## config.mk

```make
export PLATFORM = sky130hd
export DESIGN_NAME = tmv_timer
export DESIGN_NICKNAME = d
export VERILOG_FILES = /design/src/core/tmv_timer.v
export VERILOG_INCLUDE_DIRS = /design/src /design/src/core
export SDC_FILE = /design/constraint.sdc
export NUM_CORES = 1
export LEC_CHECK = 0
export ABC_AREA = 1
export BUFFER_PORTS_ARGS = -buffer_cell sky130_fd_sc_hd__buf_2
export CAP_MARGIN = 25
export CORE_MARGIN = 2
export CORE_UTILIZATION = 55
export DETAILED_ROUTE_END_ITERATION = 10
export PLACE_DENSITY = 0.79
export SLEW_MARGIN = 20
export SYNTH_ARGS = -nofsm -noshare
export SYNTH_HDL_FRONTEND = slang
export SYNTH_SLANG_ARGS = --single-unit
```

## constraint.sdc

```tcl
create_clock -name sys_clk -period 2.9 [get_ports sys_clk]
set_clock_uncertainty 0.2 [all_clocks]
set_input_delay 0.58 -clock sys_clk [delete_from_list [all_inputs] [get_ports sys_clk]]
set_output_delay 0.58 -clock sys_clk [all_outputs]
set_load 0.02 [all_outputs]
```

## src/core/tmv_defines.vh

```
// register offsets, field positions, reset values and field codes for the event timer
`ifndef TMV_DEFINES_VH
`define TMV_DEFINES_VH
// byte addresses of the 32-bit register words
`define TMV_OFF_CLEAR_CLOCK 12'h000
`define TMV_OFF_FLAGS_OUT 12'h004
`define TMV_OFF_CONST_A 12'h008
`define TMV_OFF_CONST_B 12'h00c
`define TMV_OFF_COUNTER 12'h010
`define TMV_OFF_TRIGGER 12'h014
// reset values
`define TMV_RST_CLEAR_CLOCK 8'h00
`define TMV_RST_FLAGS_OUT 8'h10
`define TMV_RST_CONST 8'hff
`define TMV_RST_COUNTER 8'h00
`define TMV_RST_TRIGGER 8'he2
// clear_clock_ctrl fields
`define TMV_BIT_MATCH_B_IRQ_EN 7
`define TMV_BIT_MATCH_A_IRQ_EN 6
`define TMV_BIT_WRAP_IRQ_EN 5
`define TMV_CLR_HI 4
`define TMV_CLR_LO 3
`define TMV_CKS_HI 2
`define TMV_CKS_LO 0
// flags_output_ctrl fields
`define TMV_BIT_MATCH_B_FLAG 7
`define TMV_BIT_MATCH_A_FLAG 6
`define TMV_BIT_WRAP_FLAG 5
`define TMV_BIT_FIXED_ONE 4
// trigger_ctrl fields and read-as-one mask
`define TMV_TRIG_EDGE_HI 4
`define TMV_TRIG_EDGE_LO 3
`define TMV_BIT_TRIGGER_GATE_EN 2
`define TMV_BIT_CLK_SEL_LOW 0
`define TMV_TRIG_FIXED 8'he2
// codes
`define TMV_CLR_NONE 2'b00
`define TMV_CLR_MATCH_A 2'b01
`define TMV_CLR_MATCH_B 2'b10
`define TMV_CLR_PIN 2'b11
`define TMV_OUT_KEEP 2'b00
`define TMV_OUT_LOW 2'b01
`define TMV_OUT_HIGH 2'b10
`define TMV_OUT_TOGGLE 2'b11
`define TMV_CKS_OFF0 3'b000
`define TMV_CKS_DIV4 3'b001
`define TMV_CKS_DIV16 3'b010
`define TMV_CKS_DIV64 3'b011
`define TMV_CKS_OFF1 3'b100
`define TMV_CKS_EXT_RISE 3'b101
`define TMV_CKS_EXT_FALL 3'b110
`define TMV_CKS_EXT_BOTH 3'b111
`endif

```

## src/core/tmv_timer.v

```verilog
// event timer with clear/clock selection, match flags and waveform output, on APB
//
// Contract
// - clear select: none, match A, match B, pin
// - gated mode halts counter on clear until trigger
// - ungated mode keeps counting after clear
// - prescale pairs 4/8, 16/32, 64/128 by low bit
// - internal clock counts on divided clock falling edge
// - codes 000 and 100 stop counting
// - external pin counts rising, falling or both edges
// - hardware sets match B flag on equality
// - hardware sets match A flag on equality
// - hardware sets wrap flag on ff to 00
// - flag clears by writing 0 after reading 1
// - status bit 4 reads one, ignores writes
// - B output select keep, low, high, toggle
// - A output select keep, low, high, toggle
// - simultaneous match priority toggle, high, low
// - all output selects zero disables output
// - output low after reset until first match
// - status register resets on reset and low power
// - match signalled when counter leaves matching value
// - enabled set flag raises interrupt request
//
// The APB slave port and the address map were chosen for this implementation.
`include "tmv_defines.vh"

module tmv_timer (
  // clock and reset
  input wire sys_clk,
  input wire rst_n,
  // apb slave
  input wire psel,
  input wire penable,
  input wire pwrite,
  input wire [11:0] paddr,
  input wire [31:0] pwdata,
  output reg [31:0] prdata,
  output reg pready,
  output reg pslverr,
  // pins and power state
  input wire ext_clock_pin,
  input wire ext_clear_pin,
  input wire trig_pin,
  input wire low_power,
  output reg wave_out,
  output reg timer_irq
);

  // ==========================================================
  // registers and state
  reg [7:0] clear_clock_ctrl;
  reg [7:0] flags_output_ctrl;
  reg [7:0] constant_a;
  reg [7:0] constant_b;
  reg [7:0] event_counter;
  reg [7:0] trigger_ctrl;
  reg [6:0] prescaler;
  reg ext_clock_d;
  reg ext_clear_d;
  reg trig_d;
  reg halted;
  reg match_a_seen;
  reg match_b_seen;
  reg wrap_seen;
  reg wave_en;

  // ==========================================================
  // decoding helpers
  function [1:0] out_action;
    input [1:0] sel_a;
    input [1:0] sel_b;
    input hit_a;
    input hit_b;
    reg [1:0] a;
    reg [1:0] b;
    begin
      a = hit_a ? sel_a : `TMV_OUT_KEEP;
      b = hit_b ? sel_b : `TMV_OUT_KEEP;
      // toggle outranks high, high outranks low
      if (a == `TMV_OUT_TOGGLE || b == `TMV_OUT_TOGGLE) begin
        out_action = `TMV_OUT_TOGGLE;
      end else if (a == `TMV_OUT_HIGH || b == `TMV_OUT_HIGH) begin
        out_action = `TMV_OUT_HIGH;
      end else if (a == `TMV_OUT_LOW || b == `TMV_OUT_LOW) begin
        out_action = `TMV_OUT_LOW;
      end else begin
        out_action = `TMV_OUT_KEEP;
      end
    end
  endfunction

  function edge_hit;
    input [1:0] mode;
    input now;
    input was;
    begin
      case (mode)
        2'b01: edge_hit = now & ~was;
        2'b10: edge_hit = ~now & was;
        2'b11: edge_hit = now ^ was;
        default: edge_hit = 1'b0;
      endcase
    end
  endfunction

  // ==========================================================
  // field views
  wire [2:0] clk_sel = clear_clock_ctrl[`TMV_CKS_HI:`TMV_CKS_LO];
  wire [1:0] clear_sel = {clear_clock_ctrl[`TMV_CLR_HI], clear_clock_ctrl[`TMV_CLR_LO]};
  wire clk_sel_low = trigger_ctrl[`TMV_BIT_CLK_SEL_LOW];
  wire trigger_gate_en = trigger_ctrl[`TMV_BIT_TRIGGER_GATE_EN];
  wire [1:0] trig_edge = {trigger_ctrl[`TMV_TRIG_EDGE_HI], trigger_ctrl[`TMV_TRIG_EDGE_LO]};
  wire [1:0] out_sel_b = flags_output_ctrl[3:2];
  wire [1:0] out_sel_a = flags_output_ctrl[1:0];

  // ==========================================================
  // count enable: divided clock falling edge is prescaler bit going 1 to 0
  reg [6:0] next_prescaler;
  reg tick_int;
  reg count_en;
  always @* begin
    next_prescaler = prescaler + 7'h01;
    tick_int = 1'b0;
    count_en = 1'b0;
    case (clk_sel)
      `TMV_CKS_DIV4: tick_int = clk_sel_low ? (prescaler[2:0] == 3'h7)
                                            : (prescaler[1:0] == 2'h3);
      `TMV_CKS_DIV16: tick_int = clk_sel_low ? (prescaler[4:0] == 5'h1f)
                                             : (prescaler[3:0] == 4'hf);
      `TMV_CKS_DIV64: tick_int = clk_sel_low ? (prescaler == 7'h7f)
                                             : (prescaler[5:0] == 6'h3f);
      default: tick_int = 1'b0;
    endcase
    case (clk_sel)
      `TMV_CKS_EXT_RISE: count_en = edge_hit(2'b01, ext_clock_pin, ext_clock_d);
      `TMV_CKS_EXT_FALL: count_en = edge_hit(2'b10, ext_clock_pin, ext_clock_d);
      `TMV_CKS_EXT_BOTH: count_en = edge_hit(2'b11, ext_clock_pin, ext_clock_d);
      default: count_en = tick_int;
    endcase
  end

  // compare match fires on the count that leaves the matching value
  wire eq_a = (event_counter == constant_a);
  wire eq_b = (event_counter == constant_b);
  wire run = count_en & ~halted;
  wire hit_a = run & eq_a;
  wire hit_b = run & eq_b;
  wire pin_clear = (clear_sel == `TMV_CLR_PIN) & ext_clear_pin & ~ext_clear_d;
  wire trig_evt = edge_hit(trig_edge, trig_pin, trig_d);
  wire do_clear = ((clear_sel == `TMV_CLR_MATCH_A) & hit_a) |
                  ((clear_sel == `TMV_CLR_MATCH_B) & hit_b) | pin_clear;
  wire wrap = run & (event_counter == 8'hff) & ~do_clear;

  // ==========================================================
  // apb decode; single-cycle access, pready high in the access phase
  wire acc = psel & penable;
  wire wr = acc & pwrite;
  wire rd = acc & ~pwrite;
  wire hit_map = (paddr == `TMV_OFF_CLEAR_CLOCK) | (paddr == `TMV_OFF_FLAGS_OUT) |
                 (paddr == `TMV_OFF_CONST_A) | (paddr == `TMV_OFF_CONST_B) |
                 (paddr == `TMV_OFF_COUNTER) | (paddr == `TMV_OFF_TRIGGER);
  wire wr_flags = wr & (paddr == `TMV_OFF_FLAGS_OUT);
  wire rd_flags = rd & (paddr == `TMV_OFF_FLAGS_OUT);
  wire wr_cnt = wr & (paddr == `TMV_OFF_COUNTER);

  reg [7:0] rd_byte;
  always @* begin
    case (paddr)
      `TMV_OFF_CLEAR_CLOCK: rd_byte = clear_clock_ctrl;
      `TMV_OFF_FLAGS_OUT: rd_byte = flags_output_ctrl | 8'h10;
      `TMV_OFF_CONST_A: rd_byte = constant_a;
      `TMV_OFF_CONST_B: rd_byte = constant_b;
      `TMV_OFF_COUNTER: rd_byte = event_counter;
      `TMV_OFF_TRIGGER: rd_byte = trigger_ctrl | `TMV_TRIG_FIXED;
      default: rd_byte = 8'h00;
    endcase
  end

  // bus answer registers; pready is registered from the setup phase (psel without penable), so it is high in the access phase
  always @(posedge sys_clk or negedge rst_n) begin
    if (!rst_n) begin
      prdata <= 32'h00000000;
      pready <= 1'b0;
      pslverr <= 1'b0;
    end else begin
      pready <= psel & ~penable;
      pslverr <= psel & ~penable & ~hit_map;
      prdata <= (psel & ~penable & ~pwrite) ? {24'h000000, rd_byte} : 32'h00000000;
    end
  end

  // writes land at the access edge, when pready is high
  wire wr_go = wr & pready & hit_map;
  wire rd_go = rd & pready;

  // ==========================================================
  // control registers; low power returns all to reset values
  always @(posedge sys_clk or negedge rst_n) begin
    if (!rst_n) begin
      clear_clock_ctrl <= `TMV_RST_CLEAR_CLOCK;
      constant_a <= `TMV_RST_CONST;
      constant_b <= `TMV_RST_CONST;
      trigger_ctrl <= `TMV_RST_TRIGGER;
    end else if (low_power) begin
      clear_clock_ctrl <= `TMV_RST_CLEAR_CLOCK;
      constant_a <= `TMV_RST_CONST;
      constant_b <= `TMV_RST_CONST;
      trigger_ctrl <= `TMV_RST_TRIGGER;
    end else if (wr_go) begin
      if (paddr == `TMV_OFF_CLEAR_CLOCK) clear_clock_ctrl <= pwdata[7:0];
      if (paddr == `TMV_OFF_CONST_A) constant_a <= pwdata[7:0];
      if (paddr == `TMV_OFF_CONST_B) constant_b <= pwdata[7:0];
      if (paddr == `TMV_OFF_TRIGGER) trigger_ctrl <= pwdata[7:0] | `TMV_TRIG_FIXED;
    end
  end

  // ==========================================================
  // counter, prescaler, edge history and trigger gate
  always @(posedge sys_clk or negedge rst_n) begin
    if (!rst_n) begin
      event_counter <= `TMV_RST_COUNTER;
      prescaler <= 7'h00;
      ext_clock_d <= 1'b0;
      ext_clear_d <= 1'b0;
      trig_d <= 1'b0;
      halted <= 1'b0;
    end else begin
      prescaler <= next_prescaler;
      ext_clock_d <= ext_clock_pin;
      ext_clear_d <= ext_clear_pin;
      trig_d <= trig_pin;
      if (low_power) begin
        event_counter <= `TMV_RST_COUNTER;
        halted <= 1'b0;
      end else begin
        if (wr_go && paddr == `TMV_OFF_COUNTER) begin
          event_counter <= pwdata[7:0];
        end else if (do_clear) begin
          event_counter <= 8'h00;
        end else if (run) begin
          event_counter <= event_counter + 8'h01;
        end
        // halt on clear in gated mode, release on trigger edge
        if (trigger_gate_en && do_clear) begin
          halted <= 1'b1;
        end else if (!trigger_gate_en || trig_evt) begin
          halted <= 1'b0;
        end
      end
    end
  end

  // ==========================================================
  // flags: set beats clear; clear needs a prior read of 1
  wire [2:0] set_vec = {hit_b, hit_a, wrap};
  wire [2:0] flag_vec = flags_output_ctrl[7:5];
  wire [2:0] seen_vec = {match_b_seen, match_a_seen, wrap_seen};
  wire [2:0] clr_vec = (wr_go && paddr == `TMV_OFF_FLAGS_OUT) ?
                       (seen_vec & ~pwdata[7:5]) : 3'b000;
  wire [2:0] next_flags = set_vec | (flag_vec & ~clr_vec);
  // a read marks only the flag values it returned; a flag set during the access stays armed
  wire [2:0] next_seen = (rd_go && paddr == `TMV_OFF_FLAGS_OUT) ? (seen_vec | prdata[7:5]) :
                         (seen_vec & ~clr_vec);

  always @(posedge sys_clk or negedge rst_n) begin
    if (!rst_n) begin
      flags_output_ctrl <= `TMV_RST_FLAGS_OUT;
      match_b_seen <= 1'b0;
      match_a_seen <= 1'b0;
      wrap_seen <= 1'b0;
    end else if (low_power) begin
      flags_output_ctrl <= `TMV_RST_FLAGS_OUT;
      match_b_seen <= 1'b0;
      match_a_seen <= 1'b0;
      wrap_seen <= 1'b0;
    end else begin
      flags_output_ctrl[7:5] <= next_flags;
      flags_output_ctrl[`TMV_BIT_FIXED_ONE] <= 1'b1;
      if (wr_go && paddr == `TMV_OFF_FLAGS_OUT) begin
        flags_output_ctrl[3:0] <= pwdata[3:0];
      end
      {match_b_seen, match_a_seen, wrap_seen} <= next_seen;
    end
  end

  // ==========================================================
  // waveform output; output pin held low while disabled
  reg [1:0] act;
  always @* begin
    act = out_action(out_sel_a, out_sel_b, hit_a, hit_b);
  end

  always @(posedge sys_clk or negedge rst_n) begin
    if (!rst_n) begin
      wave_en <= 1'b0;
      wave_out <= 1'b0;
    end else begin
      case (act)
        `TMV_OUT_LOW: wave_en <= 1'b0;
        `TMV_OUT_HIGH: wave_en <= 1'b1;
        `TMV_OUT_TOGGLE: wave_en <= ~wave_en;
        default: wave_en <= wave_en;
      endcase
      wave_out <= (flags_output_ctrl[3:0] == 4'h0) ? 1'b0 : wave_en;
    end
  end

  // ==========================================================
  // interrupt request: any enabled set flag
  always @(posedge sys_clk or negedge rst_n) begin
    if (!rst_n) begin
      timer_irq <= 1'b0;
    end else begin
      timer_irq <= |(flag_vec & clear_clock_ctrl[7:5]);
    end
  end

endmodule

```

==> run metrics, run 1 <==
CTS sink count=70; IO Pins=89; Place WS=0.271 ns; Post-synth EDFFs=0; initial antenna violation count=0; sum of negative setup slack=0 ns; vias in the first global route=3,408; asr flop ratio synth=1.00; Mean Syn Cell Area=7.53 um2; PortBufs=40; Top Metal Used=met4; max-slew violations=0; total track usage=0.249; die height=91.0 um; internal power=1.52 mW; Lkg Pwr=2.38 nW; CTS tree=done; Remaining DRCs=0; met3 routed WL=681 um; setup violators final=0; Tcrit/Tclk final=0.862; warnings from Yosys=0; Post-Syn Area=4160 um2; final wirelength=9980 um; sequential element share of the synthesized area=0.426; Flop pwr share=0.500; Core Util, Final=0.629; CTS clk-pin slew, worst paths=0.08 ns; DR WL met2=4740 um; GPL Wtd Cong=0.932; synthesized instance count=552; Root Buffer=clkbuf_8; Detailed Route Iter0 Violations=303; area delta synth->final=10.3%; vias per cell=5.23; Clk pwr share=0.372; Top FF cell, synth=dfrtp_1; Sw Share=0.296; total power=2.15 mW; fmax=0.400 GHz; die footprint=8270 um2; Critical-path top delay cell=dfrtp_1; final setup margin=0.402 ns; Synth Area in Simple Gates=0.293; first-pass GRT wire length=16,500 um; Core ar.=7290 um2; Worst Hold Class=in2async; maximum vdd ir drop=0.385 mV; Combinational Power Share=0.128; Max clock buf depth=2; Die X=91.0 um; main combinational cell family by area after synthesis=simple AND/OR/NAND/NOR gates; wire length on met1=4380 um; via count of the routed design=3,681; crit-path max FO=17; Compound-Gate Fraction of Synth Area=0.117; RSZ-0062 raised after global routing=false; mux contribution to synthesized area=0; H-Tree Depth=3; XOR/XNOR share of the synthesized area=0.0232; Final min period=2.50 ns; Slew Limit Headroom=0.520; row cnt=31; Final #Nets=660; Post-DRT Antenna Nets=0; max-cap check violation count=0; Critical Path Source Type=flip-flop; Yosys reg bits=70; Initial Utilization=0.570; status=finished clean; Fill cells=667; CTS Hold Buffers Added=0; DRT Pass-1 Iters=6; Num CTS Buffers=9; number of diodes=0; worst hold margin=0.0681 ns; Power Density=469 nW/um2; Psw=0.637 mW; WS Path Type=reg2reg; WP data arrival=2.55 ns; routed len/inst=14.2 um; post-cts sizing count=0; Largest stage delay, worst path=0.40 ns; Final Hold Viols=0; DPL Wire Length=7580 um; endpoint class of the critical path=flip-flop; clock latency on the worst-skew pair=0.36 ns; largest net degree at the start of global routing=41; worst endpoint required time=2.95 ns; post-synthesis cell type count=43; GRT overflow=0; Tightest Pin Transition=0.719 ns; Synth Area in Adders=0.0211; Cell Chain, Critical Path=ha_1, ha_1, nand2_1, nand2_1, nand2_1, nand3_1, nand4_1, nand3_1, nor2_4, a21oi_4, nand2_1, nand2_1; most used cell, CP=nand2_1; layout cells sized above 1=0.159; Post-CTS Repair Setup Buffers=0
[metal layers]
layer	global-route usage	vias to the layer above
li1	-	1816
met1	0.338	1707
met2	0.412	145
met3	0.0407	13
met4	0.0758	0
met5	0	-
[sequential cells by signal (all words and copies together), names as in the netlist, 4 cells and up]
signal	flops
flags_output_ctrl	7
clear_clock_ctrl	8
prdata	8
constant_b	8
trigger_ctrl	4
constant_a	8
prescaler	7
event_counter	8
[path summary, 6_finish.rpt]
| check | startpoint | endpoint | slack (ns) | depth (start not counted) |
|---|---|---|---|---|
| setup / recovery | prescaler[0] | event_counter[2] | 0.40 | 12 |
| hold / removal | rst_n | prescaler[3] | 0.07 | 1 |
| setup reg to reg | prescaler[0] | event_counter[2] | 0.40 | 12 |
| hold reg to reg | prescaler[0] | prescaler[0] | 0.26 | 1 |
| max in group asynchronous | rst_n | constant_a[7] | 1.70 | 2 |
| min in group sys_clk | ext_clear_pin | ext_clear_d | 0.15 | 1 |
[metrics by stage]
stage,instances,cell area (um2)
2_1_floorplan,575,4250
3_3_place_gp,688,4390
3_5_place_dp,688,4390
4_1_cts,704,4590
5_1_grt,704,4590
6_report,704,4590
[power groups by stage]
stage	combinational, mW	clock, mW	sequential [mW]
2_1_floorplan	0.206	0	1.08
3_3_place_gp	0.262	0	1.09
3_5_place_dp	0.272	0	1.09
4_1_cts	0.274	0.811	1.07
5_1_grt	0.310	0.848	1.08
6_report	0.276	0.801	1.08
[logic make-up after synthesis]
| family | count (synthesis) |
|---|---|
| other | 1 |
| DFF | 70 |
| xor gates and xnor gates | 11 |
| and+or+nand+nor | 277 |
| adders and majority gates | 7 |
| buffers and inverters | 103 |
| AOI/OAI and AO/OA | 83 |
[cell usage after synthesis (2+ instances only)]
cell type,instances,area [um2]
buf_4,26,195
nand3b_1,2,15.0
nand2_1,148,556
nor2_1,68,255
nand4_1,4,25.0
clkbuf_1,2,7.51
nor3_2,2,20.0
a31oi_1,2,12.5
nor3_1,11,55.1
dfrtp_1,54,1350
nor2_2,4,25.0
xor2_1,11,96.3
o21ai_4,2,32.5
ha_1,7,87.6
nand3_1,26,130
nand2_2,2,12.5
dfstp_2,16,420
a21oi_1,32,160
clkinv_1,2,7.51
o22ai_1,13,81.3
inv_1,68,255
o21ai_0,26,130
inv_2,3,11.3
a221oi_1,2,17.5
[final cells by class]
cell class                      instances  area (um2)  share of cell area
Clock buffer                           10         128              0.0278
Clock inverter                          6        68.8              0.0150
Inverter                               73         274              0.0597
Multi-Input combinational cell        402        1980               0.432
Sequential cell                        70        1770               0.386
Tap cell                               99         124              0.0270
Timing Repair Buffer                   44         243              0.0529
[layout by cell type (no fill, tap or decap), types with 3 or more instances in the layout]
cell type  count
xor2_1        11
dfrtp_1       54
conb_1        24
o21ai_0       26
inv_2          3
nor2_2         4
buf_4          3
ha_1           7
a21oi_1       32
nand2_1      148
nand3_1       26
nor3_1        11
buf_2         40
nand4_1        4
o22ai_1       13
nor2_1        68
clkbuf_8       9
inv_1         68
dfstp_2       16
[critical path, delay by kind of cell (launching register included)]
| kind | cells | cell delay [ns] |
|---|---|---|
| AO/OA/AOI/OAI | 1 | 0.16 |
| AND/OR/NAND/NOR | 9 | 1.21 |
| adder cells (fa/ha/maj) | 2 | 0.42 |
| flip-flops | 1 | 0.40 |
(Power assumes the default switching activity.)
==> run 2, diff against run 1 <==
--- a/config.mk
+++ b/config.mk
@@ -6,13 +6,13 @@
 export SDC_FILE = /design/constraint.sdc
 export NUM_CORES = 1
 export LEC_CHECK = 0
-export ABC_AREA = 1
+export ABC_AREA = 0
 export BUFFER_PORTS_ARGS = -buffer_cell sky130_fd_sc_hd__buf_2
 export CAP_MARGIN = 25
 export CORE_MARGIN = 2
 export CORE_UTILIZATION = 55
 export DETAILED_ROUTE_END_ITERATION = 10
-export PLACE_DENSITY = 0.79
+export PLACE_DENSITY = 0.8
 export SLEW_MARGIN = 20
 export SYNTH_ARGS = -nofsm -noshare
 export SYNTH_HDL_FRONTEND = slang
==> run 2 against run 1 <==
Total power fell by 7.8%. Final cell count fell by 20%. Critical path depth fell by 4. Global-route usage rose by 2.0 points. Wire length rose by 0.20%. Highest routed layer unchanged. Die area fell by 3.0%. Maximum frequency fell by 5.2%. Worst hold slack got worse by 0.041 ns. Sequential share of layout area rose by 0.85 points. Area after synthesis fell by 3.1%. Setup slack got worse by 0.14 ns. Sequential power fell by 8%.
==> run metrics, run 2 <==
status=finished clean; synthesized instance count=408 (-26%); sequential element share of the synthesized area=0.440 (+0.0138); Yosys top cell by area=dfrtp_1; Place WS=0.224 ns (-0.0469 ns); initial antenna violation count=0 (unchanged); crit-path max FO=8 (-9); Post-synth EDFFs=0 (unchanged); reg-to-reg startpoint=prescaler[0]; Final Hold Viols=0 (unchanged); RSZ-0062 raised after global routing=false; Post-DRT Antenna Nets=0 (unchanged); top-count cell post-synth=dfrtp_1; max-slew violations=0 (unchanged); routed len/inst=17.9 um (+26%); most used cell, CP=ha_1; GRT overflow=0 (unchanged); internal power=1.44 mW (-5.2%); Critical-path top delay cell=dfrtp_1; CTS tree=done; largest net degree at the start of global routing=40 (-2.4%); Final #Nets=516 (-22%); Cell Chain, Critical Path=ha_1, ha_1, a41o_1, a311o_1, and2_1, buf_4, a32o_1, a31o_1; WP buf/inv=1 (+1); Worst Hold Class=in2async; GPL Wtd Cong=0.963 (+3.4%); Clk pwr share=0.419 (+0.047); Power Density=442 nW/um2 (-5.8%); Num CTS Buffers=9 (unchanged); die height=89.6 um (-1.5%); endpoint class of the critical path=flip-flop; most frequent cells after synthesis=dfrtp_1, nor2_1, nand2_1, buf_4, a21oi_1; Detailed Route Iter0 Violations=462 (+52%); WS Path Type=reg2reg; IO Pins=89 (unchanged); fmax=0.380 GHz (-5.2%); Largest stage delay, worst path=0.42 ns (+0.02 ns); via count of the routed design=3,371 (-8.4%); Psw=0.548 mW (-14%); CTS clk-pin slew, worst paths=0.09 ns (about the same); die footprint=8030 um2 (-3.0%); Yosys reg bits=70 (unchanged); row cnt=31 (unchanged); post-route design area=4490 um2 (-2.2%); Post-Syn Area=4030 um2 (-3.1%); commonest non-fill, non-tap cell in the layout=dfrtp_1; Tcrit/Tclk final=0.909 (+0.0471); post-synthesis cell type count=61 (+42%); CTS sink count=70 (unchanged); Post-CTS Repair Setup Buffers=0 (unchanged); PortBufs=40 (unchanged); Remaining DRCs=0 (unchanged); total track usage=0.270 (+0.0203); DRT Pass-1 Iters=6 (unchanged); max-cap check violation count=0 (unchanged); DPL Wire Length=7400 um (-2.3%); Lkg Pwr=1.94 nW (-18%); first-pass GRT wire length=16,200 um (-1.6%); worst hold margin=0.0276 ns (-0.0405 ns); H-Tree Depth=3 (unchanged); final setup margin=0.265 ns (-0.136 ns); post-cts sizing count=0 (unchanged); warnings from Yosys=0 (unchanged); commonest non-fill, non-tap cells in the layout=dfrtp_1, buf_2, nor2_1; asr flop ratio synth=1.00 (unchanged); area delta synth->final=11.5%; number of diodes=0 (unchanged); CTS Hold Buffers Added=0 (unchanged); Placed Area=4290 um2 (-2.4%); vias in the first global route=3,228 (-5.3%); Die X=89.6 um (-1.5%); Max clock buf depth=2 (unchanged); Root Buffer=clkbuf_8; Mean Syn Cell Area=9.87 um2 (+31%); Initial Utilization=0.561 (-0.00889); top cell type's share of synthesized area=0.335 (+0.0105); Core ar.=7180 um2 (-1.6%); Final min period=2.63 ns (+0.136 ns); final wirelength=10000 um (+0.20%); vias per cell=6.02 (+15%); main area contributors after synthesis=dfrtp_1, dfstp_2, buf_4; setup violators final=0 (unchanged); sum of negative setup slack=0 ns (unchanged); clock latency on the worst-skew pair=0.36 ns (about the same); layout cells sized above 1=0.217 (+0.0582); worst endpoint required time=2.95 ns (about the same); Sw Share=0.276 (-0.0196); Core Util, Final=0.626 (-0.00357); maximum vdd ir drop=0.253 mV (-34%); CP Launch Point=prescaler[0]; Crit path max-delay family=compound AO/OA/AOI/OAI gates; WP data arrival=2.68 ns (+0.13 ns); Critical Path Source Type=flip-flop; Flop pwr share=0.500 (about the same); Top FF cell, synth=dfrtp_1; Combinational Power Share=0.081 (-0.047)
## run 2: cell types whose count changed in the layout (fill, tap and decap cells not counted), moves of 11 or more
cell / delta
mux2i_1: +15
nor2_1: -35
buf_4: +12
a21oi_1: -11
nand2_1: -116
o22a_1: +16
o21ai_0: -13
o22ai_1: -11
inv_1: -50
## run 2: worst register-to-register path, delay by kind of cell, from the launching register on
kind	cells	cell delay (ns)
DFF	1	0.42
AOI/OAI and AO/OA	4	0.95
adders and majority gates	2	0.44
and+or+nand+nor	1	0.28
buffers and inverters	1	0.21
## run 2: through the flow
| step | instances | total power, mW |
|---|---|---|
| after floorplan | 431 | 1.12 |
| after global placement | 544 | 1.16 |
| after detailed placement | 544 | 1.17 |
| after CTS | 560 | 1.99 |
| after global routing | 560 | 2.06 |
| final | 560 | 1.99 |
## run 2: area by class of cell
cell class	count	area, um2
sequential	70	1770
fill	623	2690
clock inverter	7	80.1
clock buffer	9	124
timing repair buffer	55	313
multi-input combinational	302	2010
tap	99	124
inverter	18	67.6
## run 2: cells by family (layout without fill, tap and decap cells)
group	count (synthesis)	in the layout	synth area share
other	1	24	0.000931
xor gates and xnor gates	20	20	0.0435
muxes	16	16	0.0401
AOI/OAI and AO/OA	100	100	0.186
buffers and inverters	59	89	0.0826
DFF	70	70	0.440
and+or+nand+nor	135	135	0.185
adders and majority gates	7	7	0.0217
## run 2: per-layer routing
metal,vias to the layer above,wire length (um),global-route usage,part of all wire
li1,1532,-,-,-
met1,1635,4130,0.348,0.41
met2,175,4790,0.434,0.48
met3,29,765,0.0494,0.077
met4,0,309,0.140,0.031
met5,-,0,0,0
## run 2: path summary, 6_finish.rpt
kind	slack, ns	cells after the start	to
max	0.27	8	event_counter[2]
max in group asynchronous	2.05	2	constant_a[0]
min reg2reg	0.28	1	prescaler[0]
min	0.03	2	prescaler[3]
min in group sys_clk	0.15	1	ext_clear_d
max reg2reg	0.27	8	event_counter[2]
## run 2: power by group through the flow
stage / registers [mW] / clock network [mW] / logic (mW)
finish: 0.993 / 0.832 / 0.161
floorplan: 1.01 / 0 / 0.115
global route: 0.994 / 0.885 / 0.178
detailed placement: 1.01 / 0 / 0.159
CTS: 0.992 / 0.841 / 0.159
global placement: 1.01 / 0 / 0.155
